## src/design/pscs_consts.vh

```
// Constants for the preset speed command select block
`ifndef PSCS_CONSTS_VH
`define PSCS_CONSTS_VH

// Register byte addresses
`define PSCS_ADDR_SOURCE     8'h00
`define PSCS_ADDR_PRESET0    8'h04
`define PSCS_ADDR_PRESET7    8'h20
`define PSCS_ADDR_STATUS     8'h24
`define PSCS_ADDR_ANALOG     8'h28

// Reset values
`define PSCS_SOURCE_RESET    16'h0001
`define PSCS_PRESET_RESET    16'h0000

// Source select encodings
`define PSCS_SRC_INTERNAL    1'b0
`define PSCS_SRC_ANALOG      1'b1

// Preset speed range in rpm
`define PSCS_SPEED_MAX       16'sd5000
`define PSCS_SPEED_MIN       -16'sd5000

// Status field positions
`define PSCS_STAT_CODE_LSB   0
`define PSCS_STAT_SRC_BIT    4

// AXI responses
`define PSCS_RESP_OKAY       2'b00
`define PSCS_RESP_SLVERR     2'b10

`endif

```

## src/design/pscs_code_reg.v

```verilog
// Registered 3-bit preset select code
`timescale 1ns/1ps
`default_nettype none

module pscs_code_reg #(
    parameter WIDTH = 3
) (
    // Clock and reset
    input  wire             clk,
    input  wire             rst_b,
    // Level select inputs
    input  wire [WIDTH-1:0] sel_in,
    // Registered code
    output reg  [WIDTH-1:0] code
);

    // Level sampled every clock, no edge detection
    always @(posedge clk or negedge rst_b) begin
        if (!rst_b) begin
            code <= {WIDTH{1'b0}};
        end else begin
            code <= sel_in;
        end
    end

endmodule

`default_nettype wire

```

## src/design/pscs_top.v

```verilog
// Preset speed command source selection with AXI4-Lite registers
// Overview of operation
// - Source select: 0 internal, 1 analog; default 1
// - Eight signed presets, -5000..5000 rpm, reset zero
// - No selects active uses preset zero
// - Three level-sensitive inputs form 3-bit code
// - Valid input level reads as bit one
// - Function 15 is MSB, 13 is LSB
// - Code n selects preset n, segment n+1
// - Analog mode uses channel one only
`timescale 1ns/1ps
`default_nettype none
`include "pscs_consts.vh"

module pscs_top #(
    parameter SPEED_W = 16
) (
    // Clock and reset
    input  wire                      CORE_CLK,
    input  wire                      RST_B,
    // Preset select terminals, already at valid-level polarity
    input  wire                      SPEED_SELECT_BIT0,
    input  wire                      SPEED_SELECT_BIT1,
    input  wire                      SPEED_SELECT_BIT2,
    // Analog channel one, already converted to rpm
    input  wire signed [SPEED_W-1:0] ANALOG_INPUT_ONE,
    // Speed command out
    output reg  signed [SPEED_W-1:0] SPEED_COMMAND,
    output reg  [3:0]                RUNNING_SEGMENT,
    output reg                       SOURCE_IS_ANALOG,
    // AXI4-Lite write address
    input  wire [7:0]                S_AXI_AWADDR,
    input  wire                      S_AXI_AWVALID,
    output wire                      S_AXI_AWREADY,
    // AXI4-Lite write data
    input  wire [31:0]               S_AXI_WDATA,
    input  wire [3:0]                S_AXI_WSTRB,
    input  wire                      S_AXI_WVALID,
    output wire                      S_AXI_WREADY,
    // AXI4-Lite write response
    output reg  [1:0]                S_AXI_BRESP,
    output reg                       S_AXI_BVALID,
    input  wire                      S_AXI_BREADY,
    // AXI4-Lite read address
    input  wire [7:0]                S_AXI_ARADDR,
    input  wire                      S_AXI_ARVALID,
    output wire                      S_AXI_ARREADY,
    // AXI4-Lite read data
    output reg  [31:0]               S_AXI_RDATA,
    output reg  [1:0]                S_AXI_RRESP,
    output reg                       S_AXI_RVALID,
    input  wire                      S_AXI_RREADY
);

    // Register storage
    reg  [15:0]              source_sel;
    reg  signed [15:0]       preset [0:7];
    wire [2:0]               sel_code;

    // Write channel capture
    reg                      aw_held;
    reg  [7:0]               aw_addr;
    reg                      w_held;
    reg  [31:0]              w_data;
    reg  [3:0]               w_strb;

    wire                     do_write;
    wire [2:0]               wr_idx;
    wire                     wr_preset;
    wire                     wr_source;
    reg  [15:0]              next_word;
    reg  signed [15:0]       next_clamped;
    integer                  i;

    pscs_code_reg #(
        .WIDTH (3)
    ) u_code (
        .clk    (CORE_CLK),
        .rst_b  (RST_B),
        .sel_in ({SPEED_SELECT_BIT2, SPEED_SELECT_BIT1, SPEED_SELECT_BIT0}),
        .code   (sel_code)
    );

    // Address and data are each taken once, in either order
    assign S_AXI_AWREADY = !aw_held && !S_AXI_BVALID;
    assign S_AXI_WREADY  = !w_held && !S_AXI_BVALID;

    // Write commits when both halves are held
    assign do_write  = aw_held && w_held && !S_AXI_BVALID;
    assign wr_idx    = aw_addr[4:2] - 3'h1;
    assign wr_preset = (aw_addr >= `PSCS_ADDR_PRESET0) && (aw_addr <= `PSCS_ADDR_PRESET7)
                       && (aw_addr[1:0] == 2'b00);
    assign wr_source = (aw_addr == `PSCS_ADDR_SOURCE);

    // Merge byte lanes over the old word
    always @* begin
        next_word = wr_source ? source_sel : preset[wr_idx];
        if (w_strb[0]) begin
            next_word[7:0] = w_data[7:0];
        end
        if (w_strb[1]) begin
            next_word[15:8] = w_data[15:8];
        end
        // Out-of-range presets saturate, so the command never leaves range while the internal source is selected
        if ($signed(next_word) > `PSCS_SPEED_MAX) begin
            next_clamped = `PSCS_SPEED_MAX;
        end else if ($signed(next_word) < `PSCS_SPEED_MIN) begin
            next_clamped = `PSCS_SPEED_MIN;
        end else begin
            next_clamped = next_word;
        end
    end

    // Write handshake and response
    always @(posedge CORE_CLK or negedge RST_B) begin
        if (!RST_B) begin
            aw_held      <= 1'b0;
            aw_addr      <= 8'h00;
            w_held       <= 1'b0;
            w_data       <= 32'h00000000;
            w_strb       <= 4'h0;
            S_AXI_BVALID <= 1'b0;
            S_AXI_BRESP  <= `PSCS_RESP_OKAY;
        end else begin
            if (S_AXI_AWVALID && S_AXI_AWREADY) begin
                aw_held <= 1'b1;
                aw_addr <= S_AXI_AWADDR;
            end
            if (S_AXI_WVALID && S_AXI_WREADY) begin
                w_held <= 1'b1;
                w_data <= S_AXI_WDATA;
                w_strb <= S_AXI_WSTRB;
            end
            if (do_write) begin
                aw_held      <= 1'b0;
                w_held       <= 1'b0;
                S_AXI_BVALID <= 1'b1;
                S_AXI_BRESP  <= (wr_source || wr_preset) ? `PSCS_RESP_OKAY
                                                         : `PSCS_RESP_SLVERR;
            end else if (S_AXI_BVALID && S_AXI_BREADY) begin
                S_AXI_BVALID <= 1'b0;
            end
        end
    end

    always @(posedge CORE_CLK or negedge RST_B) begin
        if (!RST_B) begin
            source_sel <= `PSCS_SOURCE_RESET;
            for (i = 0; i < 8; i = i + 1) begin
                preset[i] <= `PSCS_PRESET_RESET;
            end
        end else if (do_write) begin
            if (wr_source) begin
                // Only bit 0 is meaningful; upper bits kept zero
                source_sel <= {15'h0000, next_word[0]};
            end else if (wr_preset) begin
                preset[wr_idx] <= next_clamped;
            end
        end
    end

    // Read channel: answer one cycle after the address is taken
    assign S_AXI_ARREADY = !S_AXI_RVALID;

    always @(posedge CORE_CLK or negedge RST_B) begin
        if (!RST_B) begin
            S_AXI_RVALID <= 1'b0;
            S_AXI_RDATA  <= 32'h00000000;
            S_AXI_RRESP  <= `PSCS_RESP_OKAY;
        end else if (S_AXI_ARVALID && S_AXI_ARREADY) begin
            S_AXI_RVALID <= 1'b1;
            S_AXI_RRESP  <= `PSCS_RESP_OKAY;
            if (S_AXI_ARADDR == `PSCS_ADDR_SOURCE) begin
                S_AXI_RDATA <= {16'h0000, source_sel};
            end else if ((S_AXI_ARADDR >= `PSCS_ADDR_PRESET0)
                         && (S_AXI_ARADDR <= `PSCS_ADDR_PRESET7)
                         && (S_AXI_ARADDR[1:0] == 2'b00)) begin
                // Sign-extended so software sees negative speeds directly
                S_AXI_RDATA <= {{16{preset[S_AXI_ARADDR[4:2] - 3'h1][15]}},
                                preset[S_AXI_ARADDR[4:2] - 3'h1]};
            end else if (S_AXI_ARADDR == `PSCS_ADDR_STATUS) begin
                S_AXI_RDATA <= {27'h0000000, source_sel[0], 1'b0, sel_code};
            end else if (S_AXI_ARADDR == `PSCS_ADDR_ANALOG) begin
                S_AXI_RDATA <= {{16{SPEED_COMMAND[15]}}, SPEED_COMMAND};
            end else begin
                S_AXI_RDATA <= 32'h00000000;
                S_AXI_RRESP <= `PSCS_RESP_SLVERR;
            end
        end else if (S_AXI_RVALID && S_AXI_RREADY) begin
            S_AXI_RVALID <= 1'b0;
        end
    end

    // Speed command output, one cycle behind the registered code
    always @(posedge CORE_CLK or negedge RST_B) begin
        if (!RST_B) begin
            SPEED_COMMAND    <= {SPEED_W{1'b0}};
            RUNNING_SEGMENT  <= 4'h1;
            SOURCE_IS_ANALOG <= 1'b1;
        end else begin
            SOURCE_IS_ANALOG <= source_sel[0];
            RUNNING_SEGMENT  <= {1'b0, sel_code} + 4'h1;
            if (source_sel[0] == `PSCS_SRC_ANALOG) begin
                SPEED_COMMAND <= ANALOG_INPUT_ONE;
            end else begin
                SPEED_COMMAND <= preset[sel_code];
            end
        end
    end

endmodule

`default_nettype wire

```

## config.mk

```make
export PLATFORM = sky130hd
export DESIGN_NAME = pscs_top
export DESIGN_NICKNAME = d
export VERILOG_FILES = /design/src/design/pscs_code_reg.v /design/src/design/pscs_top.v
export VERILOG_INCLUDE_DIRS = /design/src /design/src/design
export SDC_FILE = /design/constraint.sdc
export NUM_CORES = 1
export LEC_CHECK = 0
export BUFFER_PORTS_ARGS = -buffer_cell sky130_fd_sc_hd__buf_2
export CAP_MARGIN = 20
export CORE_AREA = 4 4 158 160
export CTS_CLUSTER_SIZE = 28
export DETAILED_ROUTE_END_ITERATION = 6
export DIE_AREA = 0 0 162 164
export PLACE_DENSITY = 0.72
export SLEW_MARGIN = 30
export SYNTH_ARGS = -nofsm -noshare
export SYNTH_HDL_FRONTEND = slang
export SYNTH_HIERARCHICAL = 1
export SYNTH_SLANG_ARGS = --single-unit
```

## constraint.sdc

```tcl
create_clock -name CORE_CLK -period 4.7 [get_ports CORE_CLK]
set_input_delay 0.94 -clock CORE_CLK [delete_from_list [all_inputs] [get_ports CORE_CLK]]
set_output_delay 0.94 -clock CORE_CLK [all_outputs]
set_load 0.01 [all_outputs]
```

==> metrics.md, run 1 <==
| Metric | Value |
|---|---|
| Simple-gate share of the synthesized area | 0.129 |
| Antenna violations before repair | 0 |
| Vias in the first global route | 9,230 |
| Post-route fraction of the period consumed by the critical path | 0.934 |
| Quantity of gates resized following cts | 0 |
| Max-slew violation count | 0 |
| Final Routed Wirelength | 33,800 um |
| Final-stage net count | 1,249 |
| Min Clock Period, post-route | 4.39 ns |
| Initial drt markers | 1,033 |
| Die width | 162 um |
| Largest net degree at the start of global routing | 129 |
| Vias | 9,582 |
| Required time at the endpoint of the critical path | 5.07 ns |
| CTS tree | built |
| Asr flop ratio synth | 1.00 |
| Slowest stage cell on the critical path | sky130_fd_sc_hd__a2111oi_0 |
| Final global-route overflow total | 0 |
| Syn Inst Count | 1,096 |
| Reg2reg setup slack | 0.31 ns |
| Number of inserted filler cells in the final layout | 2,026 |
| CP Max Fanout | 128 |
| Max-capacitance violation count | 0 |
| Placeable Area | 23,400 sq um |
| Multiplexer share of the synthesized area | 0.221 |
| Starting Density | 0.499 |
| Worst hold slack | 0.475 ns |
| Cell Count Post-Placement | 1,458 |
| Area fraction in compound gates after synthesis | 0.153 |
| Die ar. | 26,600 sq um |
| XOR/XNOR Fraction of Synth Area | 0.00503 |
| Post-synth cell types | 58 |
| Io pins | 140 |
| Site Rows | 56 |
| Root Buffer Master | sky130_fd_sc_hd__clkbuf_16 |
| Leading register cell type out of synthesis | sky130_fd_sc_hd__dfrtp_1 |
| Transition at the pin with the smallest max-transition slack | 0.986 ns |
| Final weighted congestion in routability-driven placement | 0.869 |
| Final setup violation count | 0 |
| Netlist area before placement | 11,700 sq um |
| Count of placed standard cells in the final layout, fillers left out | 1,500 |
| Number of buffers added by the clock tree synthesis step | 23 |
| FF-to-FF Start | aw_addr[2]$_DFFE_PN0P_ |
| Share of synthesized area occupied by flip-flops and latches | 0.431 |
| Power Dens Cells | 632 nW/um^2 |
| Unrepaired setup endpoints after global routing | no |
| Design Power | 0.00837 W |
| Detailed-routing iteration count for the pre-antenna-repair pass | 5 |
| Min-Delay Path Depth | 2 |
| Register area | 5040 sq um |
| Number of port buffers | 119 |
| Combinational family with the most area after synthesis | multiplexers |
| Leakage | 5.84 nW |
| Clock sink total | 201 |
| Number of hold-repair buffers added at the cts stage | 0 |
| Startpoint of the lowest-slack hold path | S_AXI_RDATA[8]$_DFFE_PN0P_ |
| Per-cell via count in the routed design | 6.39 |
| Cells along the critical path | clkinv_1, ha_1, xor2_2, buf_4, mux2i_1, o21ai_0, a2111oi_0, nor2_1, o32a_1, o221ai_4, buf_12, a21oi_1 |
| Result of the run | finished clean |
| Worst min path class | flop to flop |
| Total Neg Setup Slack | 0 ns |
| Relative area change from synthesis to final layout | 13.3% |
| Post-Route Skew | 0.0173 ns |
| Number of storage elements in the synthesis netlist | 201 |
| Delay of the slowest critical-path stage | 0.73 ns |
| Worst-Skew Late Latency | 0.53 ns |
| Max Clk Rate | 0.228 GHz |
| Depth of the CTS H-tree | 1 |
| Global-route wire length before repair | 52,900 um |
| Critical path launch point type | flop |
| IR Drop Worst-Case VDD | 1370 uV |
| Crit end category | flop |
| Vertical extent of the die | 164 um |
| Post-Synth Adder-Cell Area | 0.00750 |
| Total global routing track utilization | 0.253 |
| Detailed placement HPWL | 22,500 um |
| Average cell area after synthesis | 10.7 sq um |
| Post-detailed-route count of antenna-violating nets | 0 |
| Reg2Reg Depth | 12 |
| EDFF count, synth | 0 |
| Clk pin slew, worst setup/hold paths | 0.06 ns |
| Worst setup path category | flop to flop |
| Number of endpoints with negative hold slack in the final report | 0 |
| Remaining DRCs | 0 |
| Max transition margin | 0.341 |
| Average detailed-routed wire length per instance | 22.5 um |
| Number of setup buffers added after CTS | 0 |
| Share of layout cells above drive strength 1 | 0.281 |
| Longest Clk Path Bufs | 3 |
| Endpoint of the worst register-to-register path | preset[40]$_DFFE_PN0P_ |
| Arrival time reported for the critical path endpoint | 4.76 ns |
| Warnings, synthesis | 6 |
| Multi-input gate area in the final layout | 6080 sq um |
| Antenna diodes | 0 |
| End point of the most critical hold path | S_AXI_RDATA[8]$_DFFE_PN0P_ |
routing by layer:
metal	vias up	share of wire	global-route usage
met2	533	0.44	0.386
met1	4791	0.41	0.361
met4	0	0.028	0.0638
met5	-	0	0
li1	4187	-	-
met3	71	0.12	0.0740
critical path, delay by kind of cell, from the launching register on:
| kind | cells | cell delay, ns |
|---|---|---|
| AOI/OAI and AO/OA | 5 | 1.62 |
| buffers and inverters | 3 | 0.90 |
| xor gates and xnor gates | 1 | 0.52 |
| DFF | 1 | 0.40 |
| adders and majority gates | 1 | 0.38 |
| muxes | 1 | 0.20 |
| and+or+nand+nor | 1 | 0.15 |
flip-flops by register name, summed over array words and instances, names as in the netlist:
signal	flops
aw_held	1
RUNNING_SEGMENT	4
S_AXI_RDATA	16
S_AXI_RRESP	1
SPEED_COMMAND	16
S_AXI_RVALID	1
source_sel	1
SOURCE_IS_ANALOG	1
S_AXI_BVALID	1
u_code/code	3
w_held	1
S_AXI_BRESP	1
preset	128
w_strb	2
w_data	16
aw_addr	8
cells by family (layout without fill, tap and decap cells):
| family | Yosys count | count (layout) |
|---|---|---|
| AOI/OAI and AO/OA | 258 | 258 |
| buffers and inverters | 126 | 210 |
| and+or+nand+nor | 349 | 349 |
| muxes | 149 | 149 |
| DFF | 201 | 201 |
| xor gates and xnor gates | 5 | 5 |
| other | 1 | 2 |
| adders and majority gates | 7 | 7 |
worst max-delay path by stage:
stage / startpoint / end / slack, ns / cells past startpoint
2_1_floorplan: aw_addr[2]$_DFFE_PN0P_ / preset[13]$_DFFE_PN0P_ / -0.02 / 23
3_3_place_gp: aw_addr[2]$_DFFE_PN0P_ / preset[34]$_DFFE_PN0P_ / 0.46 / 12
3_5_place_dp: aw_addr[2]$_DFFE_PN0P_ / preset[40]$_DFFE_PN0P_ / 0.43 / 12
4_1_cts: aw_addr[2]$_DFFE_PN0P_ / preset[44]$_DFFE_PN0P_ / 0.42 / 12
5_1_grt: aw_addr[2]$_DFFE_PN0P_ / preset[44]$_DFFE_PN0P_ / 0.04 / 12
6_report: aw_addr[2]$_DFFE_PN0P_ / preset[40]$_DFFE_PN0P_ / 0.31 / 12
where the power goes:
part / internal (W) / switching, W
Clock: 0.00106 / 0.000737
Combinational: 0.00144 / 0.00258
Sequential: 0.00213 / 0.000422
Total: 0.00463 / 0.00374
metrics by stage:
step	cell area (sq um)	setup WS (ns)	util
2_1_floorplan	11700	-0.0248	-
3_3_place_gp	12500	0.465	0.532
3_5_place_dp	12500	0.428	0.533
4_1_cts	13200	0.415	0.565
5_1_grt	13200	0.0374	0.566
6_report	13200	0.310	0.566
layout by cell type, fill, tap and decap left out, drive strengths merged, types with 7 or more instances in the layout:
cell and count:
dfrtp 198, mux4 84, nor3b 12, nor2 159, mux2i 30, clkinv 7
mux2 35, nand3 14, nor3 17, buf 154, clkbuf 35, nand3b 8
a22o 73, inv 13, o21ai 54, nand2 108, a31oi 26, ha 7
a21oi 61, a32o 24
layout make-up:
| type | instances | area share |
|---|---|---|
| Sequential cell | 201 | 0.381 |
| Tap cell | 319 | 0.0302 |
| Timing Repair Buffer | 155 | 0.0689 |
| Inverter | 13 | 0.00369 |
| Multi-Input combinational cell | 770 | 0.460 |
| Clock buffer | 34 | 0.0511 |
| Clock inverter | 8 | 0.00605 |
cell usage after synthesis, drive strengths merged (17+ instances only):
cell type | instances | area share
a21oi | 61 | 0.026
a22o | 73 | 0.055
a31oi | 26 | 0.014
a32o | 24 | 0.021
buf | 56 | 0.030
clkbuf | 57 | 0.018
dfrtp | 198 | 0.42
mux2 | 35 | 0.034
mux2i | 30 | 0.026
mux4 | 84 | 0.16
nand2 | 108 | 0.035
nor2 | 159 | 0.051
nor3 | 17 | 0.0073
o21ai | 54 | 0.023
No activity file was read; power rests on OpenSTA's default activity.
==> run 2, diff against run 1 <==
--- a/config.mk
+++ b/config.mk
@@ -8,11 +8,11 @@
 export LEC_CHECK = 0
 export BUFFER_PORTS_ARGS = -buffer_cell sky130_fd_sc_hd__buf_2
 export CAP_MARGIN = 20
-export CORE_AREA = 4 4 158 160
+export CORE_AREA = 2 2 139 141
 export CTS_CLUSTER_SIZE = 28
 export DETAILED_ROUTE_END_ITERATION = 6
-export DIE_AREA = 0 0 162 164
-export PLACE_DENSITY = 0.72
+export DIE_AREA = 0 0 141 143
+export PLACE_DENSITY = 0.85
 export SLEW_MARGIN = 30
 export SYNTH_ARGS = -nofsm -noshare
 export SYNTH_HDL_FRONTEND = slang
==> constraint.sdc (replaced) <==
create_clock -name CORE_CLK -period 5.05 [get_ports CORE_CLK]
set_input_delay 1.01 -clock CORE_CLK [delete_from_list [all_inputs] [get_ports CORE_CLK]]
set_output_delay 1.01 -clock CORE_CLK [all_outputs]
set_load 0.01 [all_outputs]
==> run 2 against run 1 <==
Against the previous run:
- via count is 3.4% higher
- routed wire length is 1.7% lower
- setup slack better by 0.0087 ns
- design area is 2.0% lower
- critical path type unchanged
- highest routed layer unchanged
- maximum frequency is 7.2% lower
- final cell count is 6.8% lower
- non-clock buffer count is 14 lower
- flip-flop and latch count stayed put
- clock-buffer cell count is 1 higher
- sequential power is 5% lower
- hold slack worse by 0.13 ns
==> metrics.md, run 2 (synthesis gave the netlist of run 1 again) <==
| Metric | Value |
|---|---|
| Detailed placement HPWL | 21,400 um |
| Vertical extent of the die | 143 um |
| Per-cell via count in the routed design | 7.09 |
| Post-Route Skew | 0.0114 ns |
| Arrival time reported for the critical path endpoint | 5.13 ns |
| Total global routing track utilization | 0.332 |
| WP buf/inv | 2 |
| Number of setup buffers added after CTS | 0 |
| Max FFs per register | 128 |
| Critical path launch point type | flop |
| Largest net degree at the start of global routing | 126 |
| Global-route wire length before repair | 52,100 um |
| Multi-input gate area in the final layout | 6090 sq um |
| Result of the run | finished clean |
| Vias in the first global route | 9,760 |
| Starting Density | 0.629 |
| Top reg by flops | preset |
| Slowest stage cell on the critical path | sky130_fd_sc_hd__ha_1 |
| Setup WS post-layout | 0.319 ns |
| Worst min path class | input port to async pin |
| Final setup violation count | 0 |
| Max-slew violation count | 0 |
| Depth of the CTS H-tree | 1 |
| Max Clk Rate | 0.211 GHz |
| Crit end category | flop |
| Most frequent cells in the layout | sky130_fd_sc_hd__dfrtp_1 (195), sky130_fd_sc_hd__nor2_1 (159), sky130_fd_sc_hd__buf_2 (118) |
| Die width | 141 um |
| Number of buffers added by the clock tree synthesis step | 22 |
| Unrepaired setup endpoints after global routing | no |
| Delay of the slowest critical-path stage | 0.88 ns |
| Power Dens Cells | 584 nW/um^2 |
| Number of hold-repair buffers added at the cts stage | 0 |
| Relative area change from synthesis to final layout | 11.0% |
| Max-capacitance violation count | 0 |
| Site Rows | 50 |
| Number of inserted filler cells in the final layout | 1,329 |
| Max transition margin | 0.304 |
| Number of endpoints with negative hold slack in the final report | 0 |
| Die ar. | 20,200 sq um |
| Share of layout cells above drive strength 1 | 0.271 |
| CP Max Fanout | 27 |
| Io pins | 140 |
| Clk pin slew, worst setup/hold paths | 0.06 ns |
| Average detailed-routed wire length per instance | 23.7 um |
| Antenna diodes | 0 |
| IR Drop Worst-Case VDD | 888 uV |
| Register area | 5040 sq um |
| Clock sink total | 201 |
| Vias | 9,910 |
| Count of placed standard cells in the final layout, fillers left out | 1,398 |
| Worst setup timing slack at the placement stage | 0.530 ns |
| Required time at the endpoint of the critical path | 5.45 ns |
| Root Buffer Master | sky130_fd_sc_hd__clkbuf_16 |
| Cell Count Post-Placement | 1,358 |
| Initial drt markers | 1,471 |
| Placeable Area | 18,600 sq um |
| Antenna violations before repair | 0 |
| Cells along the critical path | clkinv_1, ha_1, mux4_2, o211ai_1, a31oi_1, nand2b_1, nand4_1, nand4_1, a31oi_1, or3_1, ha_1, buf_4, nor2_1, nor2_1, a22o_1 |
| Most common cell after layout, fill and taps aside | sky130_fd_sc_hd__dfrtp_1 |
| Min Clock Period, post-route | 4.73 ns |
| Remaining DRCs | 0 |
| Worst-Skew Late Latency | 0.52 ns |
| Worst setup path category | flop to flop |
| Number of port buffers | 119 |
| Leakage | 5.73 nW |
| Quantity of gates resized following cts | 0 |
| Crit-path leading delay family | simple AND/OR/NAND/NOR gates |
| Total Neg Setup Slack | 0 ns |
| Post-route fraction of the period consumed by the critical path | 0.937 |
| Final-stage net count | 1,234 |
| Final Routed Wirelength | 33,200 um |
| Final weighted congestion in routability-driven placement | 0.956 |
| Transition at the pin with the smallest max-transition slack | 1.04 ns |
| Post-detailed-route count of antenna-violating nets | 0 |
| Detailed-routing iteration count for the pre-antenna-repair pass | 6 |
| Longest Clk Path Bufs | 3 |
| CTS tree | built |
| Final global-route overflow total | 0 |
-- run 2: cell types whose count changed in the layout (fill, tap and decap cells not counted), moves of 2 or more --
cell	delta
sky130_fd_sc_hd__clkbuf_8	-2
sky130_fd_sc_hd__clkinv_2	-4
sky130_fd_sc_hd__nand2_2	+3
sky130_fd_sc_hd__nand2_1	-3
sky130_fd_sc_hd__buf_4	-14
sky130_fd_sc_hd__clkbuf_1	+3
-- run 2: final timing paths --
kind                                                 start                           to  slack (ns)  cells past startpoint
worst max-delay path                aw_addr[2]$_DFFE_PN0P_       preset[46]$_DFFE_PN0P_        0.32                     15
worst min-delay path                                 RST_B  SPEED_COMMAND[12]$_DFF_PN0_        0.34                      1
worst max register to register      aw_addr[2]$_DFFE_PN0P_       preset[46]$_DFFE_PN0P_        0.32                     15
worst min register to register  S_AXI_RDATA[0]$_DFFE_PN0P_   S_AXI_RDATA[0]$_DFFE_PN0P_        0.48                      2
max in group asynchronous                            RST_B       preset[93]$_DFFE_PN0P_        3.47                      3
min in group CORE_CLK           S_AXI_RDATA[0]$_DFFE_PN0P_   S_AXI_RDATA[0]$_DFFE_PN0P_        0.48                      2
-- run 2: worst register-to-register path, stage by stage, from the launching register on --
cell and delay [ns]:
sky130_fd_sc_hd__dfrtp_2 0.36, sky130_fd_sc_hd__clkinv_1 0.08, sky130_fd_sc_hd__ha_1 0.88, sky130_fd_sc_hd__mux4_2 0.42, sky130_fd_sc_hd__o211ai_1 0.11, sky130_fd_sc_hd__a31oi_1 0.25, sky130_fd_sc_hd__nand2b_1 0.41, sky130_fd_sc_hd__nand4_1 0.16
sky130_fd_sc_hd__nand4_1 0.11, sky130_fd_sc_hd__a31oi_1 0.09, sky130_fd_sc_hd__or3_1 0.35, sky130_fd_sc_hd__ha_1 0.28, sky130_fd_sc_hd__buf_4 0.23, sky130_fd_sc_hd__nor2_1 0.53, sky130_fd_sc_hd__nor2_1 0.13, sky130_fd_sc_hd__a22o_1 0.22
-- run 2: area by class of cell --
class	count	share of cell area
Clock buffer	35	0.0501
Clock inverter	4	0.00260
Timing Repair Buffer	141	0.0629
Inverter	13	0.00376
Tap cell	234	0.0226
Sequential cell	201	0.388
Multi-Input combinational cell	770	0.470
-- run 2: layer usage --
layer / global-route usage / share of wire / up-vias
met5: 0 / 0 / -
met4: 0.129 / 0.044 / 0
met3: 0.0973 / 0.14 / 158
met2: 0.520 / 0.46 / 785
met1: 0.444 / 0.35 / 4797
li1: - / - / 4170
-- run 2: metrics by stage --
| step | power (W) | area, sq um | utilization | hold WS (ns) |
|---|---|---|---|---|
| detailed placement | 0.00589 | 12200 | 0.659 | 0.466 |
| floorplan | 0.00506 | 11700 | - | 0.353 |
| CTS | 0.00743 | 12900 | 0.695 | 0.479 |
| global route | 0.00790 | 13000 | 0.698 | 0.361 |
| global placement | 0.00579 | 12200 | 0.658 | 0.456 |
| finish | 0.00758 | 13000 | 0.698 | 0.344 |
-- run 2: power by group --
part | switching (W) | internal (W)
Combinational | 0.00235 | 0.00127
Sequential | 0.000433 | 0.00198
Clock | 0.000654 | 0.000881
Total | 0.00344 | 0.00414
==> run 3, diff against run 2 <==
--- a/config.mk
+++ b/config.mk
@@ -6,12 +6,13 @@
 export SDC_FILE = /design/constraint.sdc
 export NUM_CORES = 1
 export LEC_CHECK = 0
+export ABC_AREA = 1
 export BUFFER_PORTS_ARGS = -buffer_cell sky130_fd_sc_hd__buf_2
 export CAP_MARGIN = 20
-export CORE_AREA = 2 2 139 141
+export CORE_AREA = 2 2 142 144
 export CTS_CLUSTER_SIZE = 28
 export DETAILED_ROUTE_END_ITERATION = 6
-export DIE_AREA = 0 0 141 143
+export DIE_AREA = 0 0 144 146
 export PLACE_DENSITY = 0.85
 export SLEW_MARGIN = 30
 export SYNTH_ARGS = -nofsm -noshare
==> run 3 against run 2 <==
Against the previous run:
- clock skew rose by 0.013 ns
- synthesized area up 4.9%
- non-clock buffer count increased by 12
- global-route usage is 4.8 points higher
- critical path depth rose by 2
- utilization rose by 0.35 points
- critical endpoint is now preset[4]$_DFFE_PN0P_
- synthesized cell count increased by 65%
- largest power group unchanged
- clock power is 6% higher
- hold slack improved by 0.13 ns
==> metrics.md, run 3 <==
| Metric | Value |
|---|---|
| Min Clock Period, post-route | 3.87 ns |
| Die ar. | 21,000 sq um |
| Dominant cell type by area after synthesis | sky130_fd_sc_hd__dfrtp_1 |
| Final global-route overflow total | 0 |
| Max FFs per register | 128 |
| Result of the run | finished clean |
| Asr flop ratio synth | 1.00 |
| XOR/XNOR Fraction of Synth Area | 0.00143 |
| Die width | 144 um |
| Site Rows | 51 |
| Leakage | 7.07 nW |
| Vias in the first global route | 12.1k |
| Leading register cell type out of synthesis | sky130_fd_sc_hd__dfrtp_1 |
| IR Drop Worst-Case VDD | 381 uV |
| Area fraction in compound gates after synthesis | 0.162 |
| Vias | 13.1k |
| Share of layout cells above drive strength 1 | 0.123 |
| Most common cell after layout, fill and taps aside | sky130_fd_sc_hd__nand2_1 |
| Warnings, synthesis | 6 |
| Final-stage net count | 1,949 |
| Simple-gate share of the synthesized area | 0.309 |
| Multiplexer share of the synthesized area | 0.0202 |
| Design Power | 0.00615 W |
| Cells along the critical path | buf_4, buf_12, nand2_1, o21ai_0, nand2_1, nand2_1, nand2_1, nand2_1, a21oi_1, or2_2, a21oi_1, o21ai_0, ha_1, inv_1, nand2_1, nand3_1, nand2_1 |
| Longest Clk Path Bufs | 3 |
| Util after Layout | 0.701 |
| Average detailed-routed wire length per instance | 18.8 um |
| Cell with the most instances after synthesis | sky130_fd_sc_hd__nand2_1 |
| Netlist area before placement | 12,300 sq um |
| Clock sink total | 201 |
| Unrepaired setup endpoints after global routing | no |
| Worst-Skew Late Latency | 0.52 ns |
| Delay of the slowest critical-path stage | 0.54 ns |
| Depth of the CTS H-tree | 1 |
| Post-route fraction of the period consumed by the critical path | 0.767 |
| Share of power burned in combinational logic | 0.392 |
| Arrival time reported for the critical path endpoint | 4.26 ns |
| Total global routing track utilization | 0.380 |
| Detailed placement HPWL | 24,600 um |
| Max-capacitance violation count | 0 |
| Cell repeated most along the worst path | sky130_fd_sc_hd__nand2_1 |
| Final weighted congestion in routability-driven placement | 0.929 |
| Max-slew violation count | 0 |
| Top reg by flops | preset |
| Post-Synth Adder-Cell Area | 0.00817 |
| Post-synth cell types | 40 |
| Relative area change from synthesis to final layout | 10.6% |
| Number of hold-repair buffers added at the cts stage | 0 |
| Antenna violations before repair | 1 |
| Starting Density | 0.634 |
| Max Clk Rate | 0.258 GHz |
| Clk pin slew, worst setup/hold paths | 0.06 ns |
| Final setup violation count | 0 |
| Transition at the pin with the smallest max-transition slack | 1.08 ns |
| Detailed-routing iteration count for the pre-antenna-repair pass | 6 |
| WP buf/inv | 3 |
| Final Routed Wirelength | 40,400 um |
| Total Neg Setup Slack | 0 ns |
| Switching power | 0.00268 W |
| Switch share | 0.436 |
| Global-route wire length before repair | 62,500 um |
| Share of power burned in registers | 0.344 |
| Most frequent cells in the layout | sky130_fd_sc_hd__nand2_1 (754), sky130_fd_sc_hd__o21ai_0 (199), sky130_fd_sc_hd__dfrtp_1 (196) |
| Worst setup path category | flop to flop |
| Number of port buffers | 119 |
| CP Max Fanout | 63 |
| Syn Inst Count | 1,811 |
| Io pins | 140 |
| Slowest stage cell on the critical path | sky130_fd_sc_hd__buf_4 |
| Ranking of synthesized cells by instance count | sky130_fd_sc_hd__nand2_1 (754), sky130_fd_sc_hd__o21ai_0 (199), sky130_fd_sc_hd__dfrtp_1 (198), sky130_fd_sc_hd__a21oi_1 (138), sky130_fd_sc_hd__inv_1 (105) |
| Required time at the endpoint of the critical path | 5.44 ns |
| Root Buffer Master | sky130_fd_sc_hd__clkbuf_16 |
| Number of buffers added by the clock tree synthesis step | 22 |
| Vertical extent of the die | 146 um |
| Post-Route Skew | 0.0239 ns |
| Crit-path leading delay family | simple AND/OR/NAND/NOR gates |
| EDFF count, synth | 0 |
| Post-detailed-route count of antenna-violating nets | 0 |
| CTS tree | built |
| Number of setup buffers added after CTS | 0 |
| Crit end category | flop |
| Number of endpoints with negative hold slack in the final report | 0 |
| Largest net degree at the start of global routing | 110 |
| Max transition margin | 0.277 |
| Power Dens Cells | 453 nW/um^2 |
| Remaining DRCs | 0 |
| Pint | 0.00347 W |
| Per-cell via count in the routed design | 6.11 |
| Quantity of gates resized following cts | 0 |
| Share of synthesized area occupied by flip-flops and latches | 0.411 |
| Area share of the leading cell type in the synthesized netlist | 0.404 |
| Initial drt markers | 1,926 |
| Number of storage elements in the synthesis netlist | 201 |
| Dominant cells by area after synthesis | sky130_fd_sc_hd__dfrtp_1 (40%), sky130_fd_sc_hd__nand2_1 (23%), sky130_fd_sc_hd__o21ai_0 (8.1%) |
| Worst min path class | flop to flop |
| Critical path launch point type | flop |
| Clock share of power | 0.265 |
| Combinational family with the most area after synthesis | simple AND/OR/NAND/NOR gates |
| Placeable Area | 19,300 sq um |
| Average cell area after synthesis | 6.77 sq um |
## run 3: stage by stage
step	instance area [sq um]	cells	setup WS [ns]	hold slack, ns
after floorplan	12300	1812	1.57	0.353
after global placement	12800	2103	1.28	0.460
after detailed placement	12800	2104	1.24	0.461
after CTS	13600	2144	1.31	0.477
after global routing	13600	2144	0.986	0.497
final	13600	2146	1.18	0.474
## run 3: area by class of cell
cell class / count / area [sq um]
diodes: 2 / 5.00
clock inverters: 6 / 57.6
well taps: 265 / 332
fillers: 1626 / 5770
multi-input cells: 1372 / 6160
inverters: 113 / 424
clock buffers: 34 / 667
repair buffers: 153 / 885
flip-flops and latches: 201 / 5040
## run 3: power by group through the flow
stage | registers (W) | logic (W) | clock network (W)
2_1_floorplan | 0.00207 | 0.00175 | 0
3_3_place_gp | 0.00212 | 0.00224 | 0
3_5_place_dp | 0.00213 | 0.00230 | 0
4_1_cts | 0.00211 | 0.00232 | 0.00163
5_1_grt | 0.00215 | 0.00259 | 0.00170
6_report | 0.00211 | 0.00241 | 0.00163
## run 3: worst reg2reg max path: stages (launching register included)
cell                      delay, ns
sky130_fd_sc_hd__dfrtp_2       0.36
sky130_fd_sc_hd__buf_4         0.54
sky130_fd_sc_hd__buf_12        0.35
sky130_fd_sc_hd__nand2_1       0.11
sky130_fd_sc_hd__o21ai_0       0.08
sky130_fd_sc_hd__nand2_1       0.07
sky130_fd_sc_hd__nand2_1       0.11
sky130_fd_sc_hd__nand2_1       0.05
sky130_fd_sc_hd__nand2_1       0.15
sky130_fd_sc_hd__a21oi_1       0.11
sky130_fd_sc_hd__or2_2         0.33
sky130_fd_sc_hd__a21oi_1       0.11
sky130_fd_sc_hd__o21ai_0       0.09
sky130_fd_sc_hd__ha_1          0.37
sky130_fd_sc_hd__inv_1         0.30
sky130_fd_sc_hd__nand2_1       0.36
sky130_fd_sc_hd__nand3_1       0.20
sky130_fd_sc_hd__nand2_1       0.08
## run 3: cells by family after synthesis
| family | Yosys count |
|---|---|
| fa+ha+maj | 8 |
| compound gates | 377 |
| flops | 201 |
| xor+xnor | 2 |
| mux | 22 |
| other cells | 1 |
| buf+inv | 239 |
| simple gates | 961 |
## run 3: worst paths after layout
check	startpoint	end	slack, ns	depth (start not counted)
worst max register to register	aw_addr[2]$_DFFE_PN0P_	preset[4]$_DFFE_PN0P_	1.18	17
min in group asynchronous	RST_B	SPEED_COMMAND[0]$_DFF_PN0_	0.64	1
worst max-delay path	aw_addr[2]$_DFFE_PN0P_	preset[4]$_DFFE_PN0P_	1.18	17
max in group asynchronous	RST_B	preset[89]$_DFFE_PN0P_	3.35	2
worst min-delay path	S_AXI_RDATA[14]$_DFFE_PN0P_	S_AXI_RDATA[14]$_DFFE_PN0P_	0.47	2
worst min register to register	S_AXI_RDATA[14]$_DFFE_PN0P_	S_AXI_RDATA[14]$_DFFE_PN0P_	0.47	2
## run 3: routing by layer
metal	track usage	up-vias	share of wire
met4	0.193	0	0.056
li1	-	5907	-
met1	0.515	5873	0.36
met2	0.559	1127	0.42
met3	0.104	199	0.16
met5	0	-	0
